--- src/intc_pkg.sv ---
// Package for the interrupt and event transfer controller.
// Assumes a single 100 MHz clock domain and a 32-bit AHB-Lite register bus.
package intc_pkg;

  // ==========================================================================
  // Sizes
  localparam int NSRC  = 16;              // Interrupt request nodes
  localparam int SRC_W = $clog2(NSRC);
  localparam int NCH   = 8;               // Event transfer channels
  localparam int NEXT  = 4;               // Fast external inputs, nodes 0..3
  localparam int NEV   = NCH + 2;         // Sticky event bits

  // ==========================================================================
  // Timing
  localparam int CLK_NS       = 10;
  localparam int RESP_MIN_NS  = 50;
  localparam int RESP_MAX_NS  = 120;
  localparam int RESP_MIN_CYC = (RESP_MIN_NS + CLK_NS - 1) / CLK_NS;
  localparam int RESP_MAX_CYC = RESP_MAX_NS / CLK_NS;
  // Three cycles are spent on flag capture, selection and offer
  localparam logic [2:0] WAIT_CYC = 3'(RESP_MIN_CYC - 3);

  // ==========================================================================
  // Register map, byte offsets
  localparam logic [11:0] OFF_SRC   = 12'h000;  // + 4 * node
  localparam logic [11:0] OFF_CH    = 12'h100;  // + 16 * channel
  localparam logic [11:0] OFF_EDGE  = 12'h200;
  localparam logic [11:0] OFF_STAT  = 12'h204;
  localparam logic [11:0] OFF_MASK  = 12'h208;
  localparam logic [11:0] OFF_STATE = 12'h20c;
  localparam logic [1:0]  CH_CTRL   = 2'h0;     // Word within a channel
  localparam logic [1:0]  CH_SRC    = 2'h1;
  localparam logic [1:0]  CH_DST    = 2'h2;

  // Source control fields
  localparam int SC_LVL = 0;   // [3:0]
  localparam int SC_EN  = 6;
  localparam int SC_REQ = 7;
  localparam int SC_XFR = 8;
  localparam int SC_CH  = 9;   // [11:9]
  // Channel control fields
  localparam int CC_CNT  = 0;  // [7:0]
  localparam int CC_INCD = 8;
  localparam int CC_WORD = 9;
  localparam int CC_CONT = 10;

  // Event bits: channel terminal counts, then these
  localparam int EV_NMI = NCH;
  localparam int EV_PDR = NCH + 1;

  // Edge select per fast input
  localparam logic [1:0] EDGE_RISE = 2'h1;
  localparam logic [1:0] EDGE_FALL = 2'h2;
  localparam logic [1:0] EDGE_BOTH = 2'h3;

  // Trap numbers; vector address is trap number times four
  localparam logic [6:0] TRAP_NMI      = 7'h02;
  localparam logic [6:0] TRAP_SRC_BASE = 7'h10;
  localparam logic [3:0] LVL_TRAP      = 4'hf;

  // ==========================================================================
  // Types
  typedef enum logic [1:0] {ST_IDLE, ST_WAIT, ST_OFFER} svc_st_e;

  typedef struct packed {
    logic [2:0] chan;
    logic       xfer_sel;
    logic       req;
    logic       en;
    logic [3:0] lvl;
  } src_ctrl_s;

  typedef struct packed {
    logic        cont;
    logic        word;
    logic        inc_dst;
    logic [7:0]  cnt;
    logic [15:0] src;
    logic [15:0] dst;
  } chan_s;

  typedef struct packed {
    logic       valid;
    logic [8:0] vector;
    logic [3:0] level;
    logic       is_trap;
  } svc_s;

  typedef struct packed {
    logic        valid;
    logic        word;
    logic [15:0] src;
    logic [15:0] dst;
  } move_s;

  typedef struct packed {
    src_ctrl_s [NSRC-1:0]   src;
    chan_s     [NCH-1:0]    ch;
    logic      [2*NEXT-1:0] edge_cfg;
    logic      [NEXT-1:0]   ext_q;
    logic                   nmi_q;
    logic                   nmi_pend;
    logic                   sw_pend;
    logic      [6:0]        sw_num;
    logic                   trap_active;
    svc_st_e                st;
    logic      [2:0]        wait_cnt;
    logic      [SRC_W-1:0]  sel_idx;
    svc_s                   svc;
    move_s                  mv;
    logic                   pd_enter;
    logic      [NEV-1:0]    stat;
    logic      [NEV-1:0]    mask;
    logic                   irq;
    logic                   dp_wr;
    logic      [11:0]       dp_addr;
    logic      [31:0]       hrdata;
    logic                   hreadyout;
    logic                   hresp;
  } core_s;

endpackage

--- src/intc_core.sv ---
// Interrupt controller with event transfer channels and AHB-Lite registers.
// Assumes the CPU takes offered services and performs one-cycle moves.
//
// Behaviour
// - Internal-code interrupt service starts 5 to 12 clocks after request.
// - Each node is software-routed to vectored interrupt or event transfer.
// - A transfer steals one cycle; no program suspension, no vector branch.
// - Transfer moves byte or word, then bumps source or destination pointer.
// - Each transfer decrements channel count, except in continuous mode.
// - Count reaching zero raises a standard interrupt at the node's vector.
// - Eight independent event transfer channels.
// - Each node has a control register: request, enable, priority.
// - Priority field selects one of sixteen levels.
// - Accepted service is preempted only by strictly higher priority or by a hardware trap.
// - Each node has its own dedicated vector location.
// - Fast inputs detect rising, falling or both edges as configured.
// - Software trap number enters service at that number's vector.
// - Software writing a request flag makes a genuine pending request.
// - Falling edge on the non-maskable pin vectors to its trap.
// - Power down proceeds only while non-maskable pin is low.
// - Hardware trap preempts anything unless a trap service is running.
// - Running trap service is not preempted by interrupts or transfers.
//
// Local design decisions: the register offsets and register access over AHB-Lite.
`timescale 1ns/100ps
module intc_core
  import intc_pkg::*;
(
  // Clock and reset
  input  wire logic                         hclk,
  input  wire logic                         hresetn,
  // AHB-Lite slave
  input  wire logic                         hsel,
  input  wire logic [31:0]                  haddr,
  input  wire logic [1:0]                   htrans,
  input  wire logic                         hwrite,
  input  wire logic [2:0]                   hsize,
  input  wire logic [31:0]                  hwdata,
  input  wire logic                         hready,
  output logic      [31:0]                  hrdata,
  output logic                              hreadyout,
  output logic                              hresp,
  // Request sources
  input  wire logic [intc_pkg::NSRC-1:0]    periph_req,
  input  wire logic [intc_pkg::NEXT-1:0]    ext_in,
  input  wire logic                         nmi_n,
  input  wire logic                         sw_trap_req,
  input  wire logic [6:0]                   sw_trap_num,
  input  wire logic                         power_down_instruction,
  // CPU side
  input  wire logic [3:0]                   cpu_level,
  input  wire logic                         svc_ack,
  input  wire logic                         trap_done,
  output intc_pkg::svc_s                    svc,
  output intc_pkg::move_s                   move,
  output logic                              power_down_enter,
  output logic                              irq
);
  import intc_pkg::*;

  core_s r;
  core_s n;

  // ==========================================================================
  // Helpers
  function automatic logic is_src(input logic [11:0] a);
    return a[11:8] == OFF_SRC[11:8] && 32'(a[7:2]) < NSRC;
  endfunction

  function automatic logic is_ch(input logic [11:0] a);
    return a[11:8] == OFF_CH[11:8] && 32'(a[7:4]) < NCH && a[3:2] != 2'h3;
  endfunction

  function automatic logic [8:0] vec_of(input logic [6:0] trap);
    return {trap, 2'b00};
  endfunction

  function automatic logic [31:0] rd(input core_s s, input logic [11:0] a);
    logic [31:0] d;
    src_ctrl_s   sc;
    chan_s       c;
    d  = 32'h0000_0000;
    sc = s.src[a[SRC_W+1:2]];
    c  = s.ch[a[6:4]];
    if (is_src(a)) begin
      d[SC_LVL +: 4] = sc.lvl;
      d[SC_EN]       = sc.en;
      d[SC_REQ]      = sc.req;
      d[SC_XFR]      = sc.xfer_sel;
      d[SC_CH +: 3]  = sc.chan;
    end else if (is_ch(a)) begin
      unique case (a[3:2])
        CH_CTRL: d = 32'({c.cont, c.word, c.inc_dst, c.cnt});
        CH_SRC:  d = 32'(c.src);
        default: d = 32'(c.dst);
      endcase
    end else if (a == OFF_EDGE) begin
      d = 32'(s.edge_cfg);
    end else if (a == OFF_STAT) begin
      d = 32'(s.stat);
    end else if (a == OFF_MASK) begin
      d = 32'(s.mask);
    end else if (a == OFF_STATE) begin
      d = 32'({s.trap_active, s.nmi_pend, s.sw_pend, s.st});
    end
    return d;
  endfunction

  // ==========================================================================
  // Next state
  always_comb begin
    logic [NSRC-1:0]  hw_set;
    logic [NEV-1:0]   ev;
    logic             found;
    logic [SRC_W-1:0] win;
    logic [3:0]       best;
    logic             e_now;
    logic             e_old;
    logic [1:0]       cfg;
    logic [2:0]       c;
    logic [15:0]      step;
    logic [11:0]      wa;
    hw_set = periph_req;
    ev     = '0;
    found  = 1'b0;
    win    = '0;
    best   = cpu_level;
    e_now  = 1'b0;
    e_old  = 1'b0;
    cfg    = 2'h0;
    c      = 3'h0;
    step   = 16'h0001;
    wa     = r.dp_addr;
    n      = r;

    // Bus: address phase; reads answer in the data phase, zero wait
    n.hreadyout = 1'b1;
    n.hresp     = 1'b0;
    n.dp_wr     = 1'b0;
    if (hsel && htrans[1] && hready) begin
      n.dp_wr   = hwrite;
      n.dp_addr = haddr[11:0];
      if (!hwrite) begin
        n.hrdata = rd(r, haddr[11:0]);
      end
    end

    // Bus: write data phase
    if (r.dp_wr) begin
      if (is_src(wa)) begin
        // Writing the request flag pends a real request
        n.src[wa[SRC_W+1:2]] = '{chan:     hwdata[SC_CH +: 3],
                                 xfer_sel: hwdata[SC_XFR],
                                 req:      hwdata[SC_REQ],
                                 en:       hwdata[SC_EN],
                                 lvl:      hwdata[SC_LVL +: 4]};
      end else if (is_ch(wa)) begin
        unique case (wa[3:2])
          CH_CTRL: begin
            n.ch[wa[6:4]].cnt     = hwdata[CC_CNT +: 8];
            n.ch[wa[6:4]].inc_dst = hwdata[CC_INCD];
            n.ch[wa[6:4]].word    = hwdata[CC_WORD];
            n.ch[wa[6:4]].cont    = hwdata[CC_CONT];
          end
          CH_SRC:  n.ch[wa[6:4]].src = hwdata[15:0];
          default: n.ch[wa[6:4]].dst = hwdata[15:0];
        endcase
      end else if (wa == OFF_EDGE) begin
        n.edge_cfg = hwdata[2*NEXT-1:0];
      end else if (wa == OFF_STAT) begin
        n.stat = r.stat & ~hwdata[NEV-1:0];
      end else if (wa == OFF_MASK) begin
        n.mask = hwdata[NEV-1:0];
      end
    end

    // Fast external inputs
    n.ext_q = ext_in;
    for (int k = 0; k < NEXT; k++) begin
      e_now = ext_in[k];
      e_old = r.ext_q[k];
      cfg   = r.edge_cfg[2*k +: 2];
      if ((cfg[0] && e_now && !e_old) || (cfg[1] && !e_now && e_old)) begin
        hw_set[k] = 1'b1;
      end
    end

    // Non-maskable pin and software trap latches
    n.nmi_q = nmi_n;
    if (r.nmi_q && !nmi_n) begin
      n.nmi_pend = 1'b1;
      ev[EV_NMI] = 1'b1;
    end
    if (sw_trap_req) begin
      n.sw_pend = 1'b1;
      n.sw_num  = sw_trap_num;
    end

    // Power down only with the pin held low
    n.pd_enter = power_down_instruction && !nmi_n;
    if (power_down_instruction && nmi_n) begin
      ev[EV_PDR] = 1'b1;
    end

    if (trap_done) begin
      n.trap_active = 1'b0;
    end

    // Priority selection over pending enabled nodes
    for (int i = 0; i < NSRC; i++) begin
      if (r.src[i].req && r.src[i].en && r.src[i].lvl > best) begin
        found = 1'b1;
        win   = SRC_W'(i);
        best  = r.src[i].lvl;
      end
    end

    n.mv.valid = 1'b0;
    unique case (r.st)
      ST_IDLE: begin
        if (r.nmi_pend && !r.trap_active) begin
          n.nmi_pend    = 1'b0;
          n.svc.vector  = vec_of(TRAP_NMI);
          n.svc.level   = LVL_TRAP;
          n.svc.is_trap = 1'b1;
          n.st          = ST_WAIT;
          n.wait_cnt    = WAIT_CYC;
        end else if (r.sw_pend) begin
          n.sw_pend     = 1'b0;
          n.svc.vector  = vec_of(r.sw_num);
          n.svc.level   = cpu_level;
          n.svc.is_trap = 1'b0;
          n.st          = ST_WAIT;
          n.wait_cnt    = WAIT_CYC;
        end else if (found && !r.trap_active) begin
          c = r.src[win].chan;
          if (r.src[win].xfer_sel && (r.ch[c].cnt != 8'h00 || r.ch[c].cont))
          begin
            // One bus cycle stolen, no vector fetch
            n.src[win].req = 1'b0;
            n.mv.valid     = 1'b1;
            n.mv.word      = r.ch[c].word;
            n.mv.src       = r.ch[c].src;
            n.mv.dst       = r.ch[c].dst;
            step = r.ch[c].word ? 16'h0002 : 16'h0001;
            if (r.ch[c].inc_dst) begin
              n.ch[c].dst = r.ch[c].dst + step;
            end else begin
              n.ch[c].src = r.ch[c].src + step;
            end
            if (!r.ch[c].cont) begin
              n.ch[c].cnt = r.ch[c].cnt - 8'h01;
              if (r.ch[c].cnt == 8'h01) begin
                // Hand the node back to the vectored path
                n.src[win].xfer_sel = 1'b0;
                n.src[win].req      = 1'b1;
                ev[c]               = 1'b1;
              end
            end
          end else begin
            // A spent channel falls back to the node's own vector
            n.src[win].xfer_sel = 1'b0;
            n.sel_idx     = win;
            n.svc.vector  = vec_of(TRAP_SRC_BASE + 7'(win));
            n.svc.level   = r.src[win].lvl;
            n.svc.is_trap = 1'b0;
            n.st          = ST_WAIT;
            n.wait_cnt    = WAIT_CYC;
          end
        end
      end
      ST_WAIT: begin
        // Pads the path to the least response time
        if (r.wait_cnt == 3'h0) begin
          n.svc.valid = 1'b1;
          n.st        = ST_OFFER;
        end else begin
          n.wait_cnt = r.wait_cnt - 3'h1;
        end
      end
      ST_OFFER: begin
        if (svc_ack) begin
          n.svc.valid = 1'b0;
          n.st        = ST_IDLE;
          if (r.svc.is_trap) begin
            n.trap_active = 1'b1;
          end else if (r.svc.vector == vec_of(TRAP_SRC_BASE + 7'(r.sel_idx)))
          begin
            // Software trap acks leave node flags alone, except at node sel_idx's vector
            n.src[r.sel_idx].req = 1'b0;
          end
        end
      end
    endcase

    // Hardware sets land last so they win over any clear
    for (int i = 0; i < NSRC; i++) begin
      if (hw_set[i]) begin
        n.src[i].req = 1'b1;
      end
    end
    n.stat = n.stat | ev;
    n.irq  = |(n.stat & n.mask);
  end

  // ==========================================================================
  // State register
  always_ff @(posedge hclk or negedge hresetn) begin
    if (!hresetn) begin
      r           <= '0;
      r.nmi_q     <= 1'b1;
      r.st        <= ST_IDLE;
      r.hreadyout <= 1'b1;
    end else begin
      r <= n;
    end
  end

  // ==========================================================================
  // Outputs
  assign hrdata           = r.hrdata;
  assign hreadyout        = r.hreadyout;
  assign hresp            = r.hresp;
  assign svc              = r.svc;
  assign move             = r.mv;
  assign power_down_enter = r.pd_enter;
  assign irq              = r.irq;

endmodule

--- config.mk ---
export PLATFORM = sky130hd
export DESIGN_NAME = intc_core
export DESIGN_NICKNAME = d
export VERILOG_FILES = /design/src/intc_pkg.sv /design/src/intc_core.sv
export SDC_FILE = /design/constraint.sdc
export NUM_CORES = 2
export LEC_CHECK = 0
export BUFFER_PORTS_ARGS = -buffer_cell sky130_fd_sc_hd__buf_4
export CAP_MARGIN = 10
export CELL_PAD_IN_SITES_DETAIL_PLACEMENT = 2
export CELL_PAD_IN_SITES_GLOBAL_PLACEMENT = 2
export CORE_ASPECT_RATIO = 1.2
export CORE_MARGIN = 2
export CORE_UTILIZATION = 41
export CTS_CLUSTER_SIZE = 8
export DETAILED_ROUTE_END_ITERATION = 8
export PLACE_DENSITY = 0.86
export SYNTH_ARGS = -nofsm -noshare
export SYNTH_HDL_FRONTEND = slang
export SYNTH_SLANG_ARGS = --single-unit
--- constraint.sdc ---
create_clock -name hclk -period 32.1 [get_ports hclk]
set_clock_uncertainty 0.2 [all_clocks]
set_input_delay 0 -clock hclk [delete_from_list [all_inputs] [get_ports hclk]]
set_output_delay 0 -clock hclk [all_outputs]
set_load 0.02 [all_outputs]
==> results of run 1 <==
==> synthesized netlist by cell type, types with 48 or more instances <==
cell type	instances
sky130_fd_sc_hd__a211oi_1	79
sky130_fd_sc_hd__a21oi_1	268
sky130_fd_sc_hd__a31oi_1	56
sky130_fd_sc_hd__buf_1	48
sky130_fd_sc_hd__buf_4	103
sky130_fd_sc_hd__clkbuf_1	200
sky130_fd_sc_hd__dfrtp_1	633
sky130_fd_sc_hd__ha_1	55
sky130_fd_sc_hd__inv_1	99
sky130_fd_sc_hd__mux2_2	414
sky130_fd_sc_hd__mux2i_1	114
sky130_fd_sc_hd__mux4_2	152
sky130_fd_sc_hd__nand2_1	503
sky130_fd_sc_hd__nand3_1	83
sky130_fd_sc_hd__nor2_1	279
sky130_fd_sc_hd__nor2b_1	71
sky130_fd_sc_hd__o21ai_0	323
sky130_fd_sc_hd__o22ai_1	83
==> cell families after synthesis <==
group / count (synthesis) / share of synthesized area, %
AO/OA/AOI/OAI: 1126 / 17.3
XOR/XNOR: 51 / 1.17
adder cells (fa/ha/maj): 58 / 1.78
buffers and inverters: 514 / 6.01
flip-flops: 634 / 38.2
multiplexers: 690 / 22.6
other: 2 / 0.0181
AND/OR/NAND/NOR: 1168 / 12.9
==> repair_timing <==
| item | in CTS |
|---|---|
| setup endpoints to repair | 416 |
| gates resized for setup | 23 |
| hold buffers | 106 |
| hold endpoints to repair | 574 |
| pin swaps | 4 |
| buffers inserted | 6 |
==> metrics by stage <==
step           util [%]  hold slack, ns  worst slack, ns
3_3_place_gp       45.2          -0.121             1.30
2_1_floorplan         -          -0.496             3.71
4_1_cts            48.8         0.00408         0.000966
3_5_place_dp       45.2          -0.106           -0.519
==> metal layers <==
metal  track usage, %  overflow
met1             62.0         0
met5             17.9         0
met2             78.8         5
met3             43.8         1
met4             61.1        11
==> run_summary.xml, run 1 <==
<?xml version="1.0" encoding="UTF-8"?>
<metrics>
  <group name="status">
    <metric name="run_status" unit="">stopped before the end</metric>
    <metric name="failing_step" unit="">global routing</metric>
    <metric name="first-error" unit="">[ERROR GRT-0116] Global routing finished with congestion. Check the congestion regions in the DRC Viewer.</metric>
  </group>
  <group name="placed_design">
    <metric name="gp_congestion" unit="">0.942</metric>
    <metric name="post_dp_cell_area" unit="sq mm">0.0452</metric>
    <metric name="port_buffers" unit="">134</metric>
    <metric name="dp_hpwl" unit="um">147000</metric>
    <metric name="placed_cells_incl_taps" unit="">5616</metric>
  </group>
  <group name="yosys">
    <metric name="netlist_area_before_placement" unit="sq mm">0.0415</metric>
    <metric name="synth_ff_type" unit="">sky130_fd_sc_hd__dfrtp_1</metric>
    <metric name="synthesis.instances" unit="">4243</metric>
    <metric name="synthDominantCellAreaShare" unit="%">38.2</metric>
    <metric name="sequential_area_share_after_synthesis" unit="%">38.2</metric>
    <metric name="yosysTopAreaCell" unit="">sky130_fd_sc_hd__dfrtp_1</metric>
    <metric name="post_synth_num_cell_types" unit="">124</metric>
    <metric name="yosys_warnings" unit="">0</metric>
    <metric name="ys_top_cells_by_area" unit="">sky130_fd_sc_hd__dfrtp_1, sky130_fd_sc_hd__mux2_2, sky130_fd_sc_hd__mux4_2</metric>
    <metric name="avgSynthCellArea" unit="sq um">9.78</metric>
    <metric name="synth_enable_flop_cells" unit="">0</metric>
    <metric name="async_reset_ff_share" unit="%">100</metric>
    <metric name="ys_ff_latch" unit="">634</metric>
  </group>
  <group name="global_route">
    <metric name="first_global_vias" unit="">55500</metric>
    <metric name="grt_overflow_total" unit="">17</metric>
    <metric name="grt_pass1_wl" unit="um">457000</metric>
    <metric name="pin_count_of_the_biggest_net_entering_global_routing" unit="">106</metric>
    <metric name="globalRouteTotalUtil" unit="%">61.5</metric>
  </group>
  <group name="cts">
    <metric name="cts_root_buffer" unit="">sky130_fd_sc_hd__clkbuf_16</metric>
    <metric name="inserted_clock_buffers" unit="">90</metric>
    <metric name="clock_path_buffers" unit="">3</metric>
    <metric name="cts_num_sinks" unit="">634</metric>
    <metric name="cts_htree_levels" unit="">3</metric>
  </group>
  <group name="die">
    <metric name="effective_utilization_at_floorplan" unit="%">41.5</metric>
    <metric name="rows" unit="">127</metric>
    <metric name="io_pins" unit="">195</metric>
    <metric name="die_height" unit="um">353</metric>
    <metric name="dieWidth" unit="um">294</metric>
  </group>
</metrics>
==> run 2: changes to the inputs <==
==> config.mk (replaced) <==
export PLATFORM = sky130hd
export DESIGN_NAME = intc_core
export DESIGN_NICKNAME = d
export VERILOG_FILES = /design/src/intc_pkg.sv /design/src/intc_core.sv
export SDC_FILE = /design/constraint.sdc
export NUM_CORES = 2
export LEC_CHECK = 0
export BUFFER_PORTS_ARGS = -buffer_cell sky130_fd_sc_hd__buf_4
export CAP_MARGIN = 10
export CORE_MARGIN = 2
export CORE_UTILIZATION = 35
export DETAILED_ROUTE_END_ITERATION = 8
export PLACE_DENSITY_LB_ADDON = 0.15
export SYNTH_ARGS = -nofsm -noshare
export SYNTH_HDL_FRONTEND = slang
export SYNTH_SLANG_ARGS = --single-unit
==> run 2 against run 1 <==
Against the previous run: the flow now finishes without violations; synthesized cell count stayed put; synthesized area stayed put.
==> run_summary.xml, run 2 <==
<?xml version="1.0" encoding="UTF-8"?>
<metrics>
  <group name="cts">
    <metric name="inserted_clock_buffers" unit="">80</metric>
    <metric name="clkLatencyLatePin" unit="ns">0.67</metric>
    <metric name="clock_tree_from_tritoncts" unit="">done</metric>
    <metric name="cts_htree_levels" unit="">3</metric>
    <metric name="cts_root_buffer" unit="">sky130_fd_sc_hd__clkbuf_16</metric>
    <metric name="clock_path_buffers" unit="">3</metric>
    <metric name="path_clk_slew" unit="ns">0.06</metric>
    <metric name="cts_num_sinks" unit="">634</metric>
  </group>
  <group name="detailed_routing">
    <metric name="final_antenna_net_count" unit="">0</metric>
    <metric name="avgViaCountPerCell" unit="">5.98</metric>
    <metric name="drc" unit="">0</metric>
    <metric name="drtIter0Drc" unit="">4245</metric>
    <metric name="routedWlPerCell" unit="um">28.1</metric>
    <metric name="first_pass_iters" unit="">6</metric>
    <metric name="drt_wl_total" unit="um">170000</metric>
    <metric name="route.vias.total" unit="">36200</metric>
  </group>
  <group name="cells_and_area">
    <metric name="multi_input_area" unit="sq mm">0.0235</metric>
    <metric name="registers.top_by_ff_count" unit="">r</metric>
    <metric name="flip_flop_count_of_the_largest_register_after_layout" unit="">569</metric>
    <metric name="seq_area" unit="sq mm">0.0159</metric>
    <metric name="fillCellCount" unit="">11400</metric>
    <metric name="flow.area_growth_from_synthesis" unit="%">18.2</metric>
    <metric name="mostFrequentLayoutCells" unit="">sky130_fd_sc_hd__dfrtp_1, sky130_fd_sc_hd__nand2_1, sky130_fd_sc_hd__mux2_2</metric>
    <metric name="final_layout_size_suffix_gt1_share" unit="%">27.7</metric>
    <metric name="final_nets" unit="">4627</metric>
    <metric name="layoutNonFillerInstCount" unit="">6061</metric>
    <metric name="layout.cells.most_common" unit="">sky130_fd_sc_hd__dfrtp_1</metric>
  </group>
  <group name="yosys">
    <metric name="sequential_area_share_after_synthesis" unit="%">38.2</metric>
    <metric name="yosysTopAreaCell" unit="">sky130_fd_sc_hd__dfrtp_1</metric>
    <metric name="yosys_warnings" unit="">0</metric>
    <metric name="synthDominantCellAreaShare" unit="%">38.2</metric>
    <metric name="ys_ff_latch" unit="">634</metric>
    <metric name="synth_ff_type" unit="">sky130_fd_sc_hd__dfrtp_1</metric>
    <metric name="netlist_area_before_placement" unit="sq mm">0.0415</metric>
    <metric name="post_synth_num_cell_types" unit="">124</metric>
    <metric name="synthesis.instances" unit="">4243</metric>
    <metric name="synth_enable_flop_cells" unit="">0</metric>
    <metric name="avgSynthCellArea" unit="sq um">9.78</metric>
    <metric name="most_common_cell_in_the_synthesized_netlist" unit="">sky130_fd_sc_hd__dfrtp_1</metric>
    <metric name="ys_top_cells_by_area" unit="">sky130_fd_sc_hd__dfrtp_1, sky130_fd_sc_hd__mux2_2, sky130_fd_sc_hd__mux4_2</metric>
    <metric name="synth_common_cells" unit="">sky130_fd_sc_hd__dfrtp_1, sky130_fd_sc_hd__nand2_1, sky130_fd_sc_hd__mux2_2, sky130_fd_sc_hd__o21ai_0, sky130_fd_sc_hd__nor2_1</metric>
    <metric name="async_reset_ff_share" unit="%">100</metric>
  </group>
  <group name="power_and_ir_drop">
    <metric name="sw_frac_of_total" unit="%">32.4</metric>
    <metric name="relative_contribution_of_the_clock_network_to_total_power" unit="%">40.1</metric>
    <metric name="p_per_area" unit="mW/mm^2">47.7</metric>
    <metric name="p_comb_share" unit="%">21.8</metric>
    <metric name="p_leak" unit="nW">21.2</metric>
    <metric name="total_switching_power" unit="W">0.000759</metric>
    <metric name="irDropWorstVdd" unit="V">0.0000364</metric>
    <metric name="p_seq_share" unit="%">38.1</metric>
    <metric name="p_int" unit="W">0.00158</metric>
  </group>
  <group name="die">
    <metric name="core_outline_area" unit="sq mm">0.118</metric>
    <metric name="fp.dieArea" unit="sq mm">0.121</metric>
    <metric name="rows" unit="">126</metric>
    <metric name="effective_utilization_at_floorplan" unit="%">35.2</metric>
    <metric name="dieWidth" unit="um">348</metric>
    <metric name="io_pins" unit="">195</metric>
    <metric name="die_height" unit="um">348</metric>
  </group>
  <group name="timing">
    <metric name="layout_min_cycle_time" unit="ns">30.36</metric>
    <metric name="report.final.hold_viol_count" unit="">0</metric>
    <metric name="final_min_period_over_clock_period" unit="%">94.6</metric>
    <metric name="total_count_of_max_transition_violations_in_the_final_report" unit="">0</metric>
    <metric name="totalNegativeSetupSlack" unit="ns">0</metric>
    <metric name="setup_viol" unit="">0</metric>
    <metric name="worst_case_headroom_to_the_max_slew_limit" unit="%">25.7</metric>
    <metric name="maxClockFrequency" unit="GHz">0.0329</metric>
    <metric name="worstMarginPinSlew" unit="ns">1.11</metric>
  </group>
  <group name="critical_path">
    <metric name="regToRegStartpoint" unit="">r[495]</metric>
    <metric name="critical_path.endpoint_type" unit="">register</metric>
    <metric name="regToRegSetupSlack" unit="ns">1.74</metric>
    <metric name="cp_data_required_time" unit="ns">32.49</metric>
    <metric name="reg2regPathDepth" unit="">136</metric>
    <metric name="critPathMostFrequentCell" unit="">sky130_fd_sc_hd__ha_1</metric>
    <metric name="rr_endpoint" unit="">r[539]</metric>
    <metric name="cp.arrival" unit="ns">30.75</metric>
    <metric name="path_class" unit="">reg -&gt; reg</metric>
    <metric name="crit_path_top_delay_cell" unit="">sky130_fd_sc_hd__nor2_1</metric>
    <metric name="crit_fanout" unit="">14</metric>
    <metric name="max_stage_delay" unit="ns">0.59</metric>
    <metric name="worst_setup_path_start_kind" unit="">register</metric>
  </group>
  <group name="global_route">
    <metric name="grt_pass1_wl" unit="um">247000</metric>
    <metric name="grt_antenna_before_repair" unit="">8</metric>
    <metric name="first_global_vias" unit="">34400</metric>
    <metric name="pin_count_of_the_biggest_net_entering_global_routing" unit="">103</metric>
    <metric name="globalRouteTotalUtil" unit="%">27.6</metric>
    <metric name="grt_overflow_total" unit="">0</metric>
  </group>
  <group name="min_path">
    <metric name="min-delay-start" unit="">periph_req[1]</metric>
    <metric name="min-delay-path-class" unit="">in -&gt; reg</metric>
    <metric name="worst_hold_path.num_cells" unit="">5</metric>
    <metric name="min_to" unit="">r[509]</metric>
  </group>
  <group name="placed_design">
    <metric name="placed_cells_incl_taps" unit="">5799</metric>
    <metric name="gp_congestion" unit="">0.912</metric>
    <metric name="dp_hpwl" unit="um">116000</metric>
    <metric name="port_buffers" unit="">134</metric>
  </group>
  <group name="run">
    <metric name="max_cap_viol_count" unit="">0</metric>
  </group>
  <group name="status">
    <metric name="run_status" unit="">completed</metric>
  </group>
</metrics>
[run 2: power by group through the flow]
stage / registers (W) / logic [W] / clock network [W]
after floorplan: 0.000878 / 0.000301 / 0
after global placement: 0.000903 / 0.000485 / 0
after detailed placement: 0.000904 / 0.000488 / 0
after CTS: 0.000890 / 0.000503 / 0.000955
after global routing: 0.000895 / 0.000547 / 0.000989
final: 0.000891 / 0.000510 / 0.000939
[run 2: worst max path at each step]
| stage | from | end | slack, ns | cells after the start |
|---|---|---|---|---|
| 3_5_place_dp | r[495] | r[266] | 0.67 | 134 |
| 4_1_cts | r[495] | r[539] | 0.40 | 136 |
| 6_report | r[495] | r[539] | 1.74 | 136 |
| 2_1_floorplan | r[495] | r[264] | 3.71 | 142 |
| 3_3_place_gp | r[495] | r[309] | 0.86 | 134 |
| 5_1_grt | r[495] | r[539] | -0.04 | 140 |
[run 2: metal layers]
layer	global-route usage, %	vias to the layer above	share of wire [%]
li1	-	16000	-
met1	40.7	18300	45
met2	40.6	1653	43
met3	4.98	298	8.5
met4	8.91	8	3.2
met5	0	-	0.025
[run 2: area by class of cell]
cell class,instances,area share (%)
multi-input combinational,3113,47.8
sequential,634,32.3
timing repair buffer,530,9.66
clock buffer,116,4.95
tap,1536,3.92
inverter,101,0.773
clock inverter,30,0.558
antenna,1,0.00510
[run 2: repair_timing]
action / in CTS / in global routing
setup buffers: 0 / 6
endpoints found under the hold margin: 666 / 0
gates resized for setup: 0 / 31
hold buffers: 109 / 0
setup endpoints to repair: 0 / 416
[run 2: worst max-delay path: cells and delay by family, from the launching register on]
kind / cells / cell delay (ns)
multiplexers: 11 / 3.42
adder cells (fa/ha/maj): 16 / 4.49
AO/OA/AOI/OAI: 60 / 12.85
buffers and inverters: 13 / 1.80
flip-flops: 1 / 0.49
AND/OR/NAND/NOR: 36 / 7.06
[run 2: cells by family after synthesis]
kind of cell	after synthesis	share of synthesized area (%)
other	2	0.0181
adder cells (fa/ha/maj)	58	1.78
AND/OR/NAND/NOR	1168	12.9
multiplexers	690	22.6
XOR/XNOR	51	1.17
AO/OA/AOI/OAI	1126	17.3
buffers and inverters	514	6.01
flip-flops	634	38.2
[run 2: stage by stage]
stage	total power (W)	worst slack, ns	utilization [%]	cell area (sq um)	hold slack (ns)
after global routing	0.00243	-0.0433	41.7	49100	0.0526
after floorplan	0.00118	3.71	-	41600	-0.496
final	0.00234	1.74	41.7	49100	0.0430
after global placement	0.00139	0.859	38.3	45100	-0.0739
after detailed placement	0.00139	0.672	38.3	45100	-0.0694
after CTS	0.00235	0.399	41.5	48900	0.00341
Note: power is estimated with default switching activity, not from simulation.
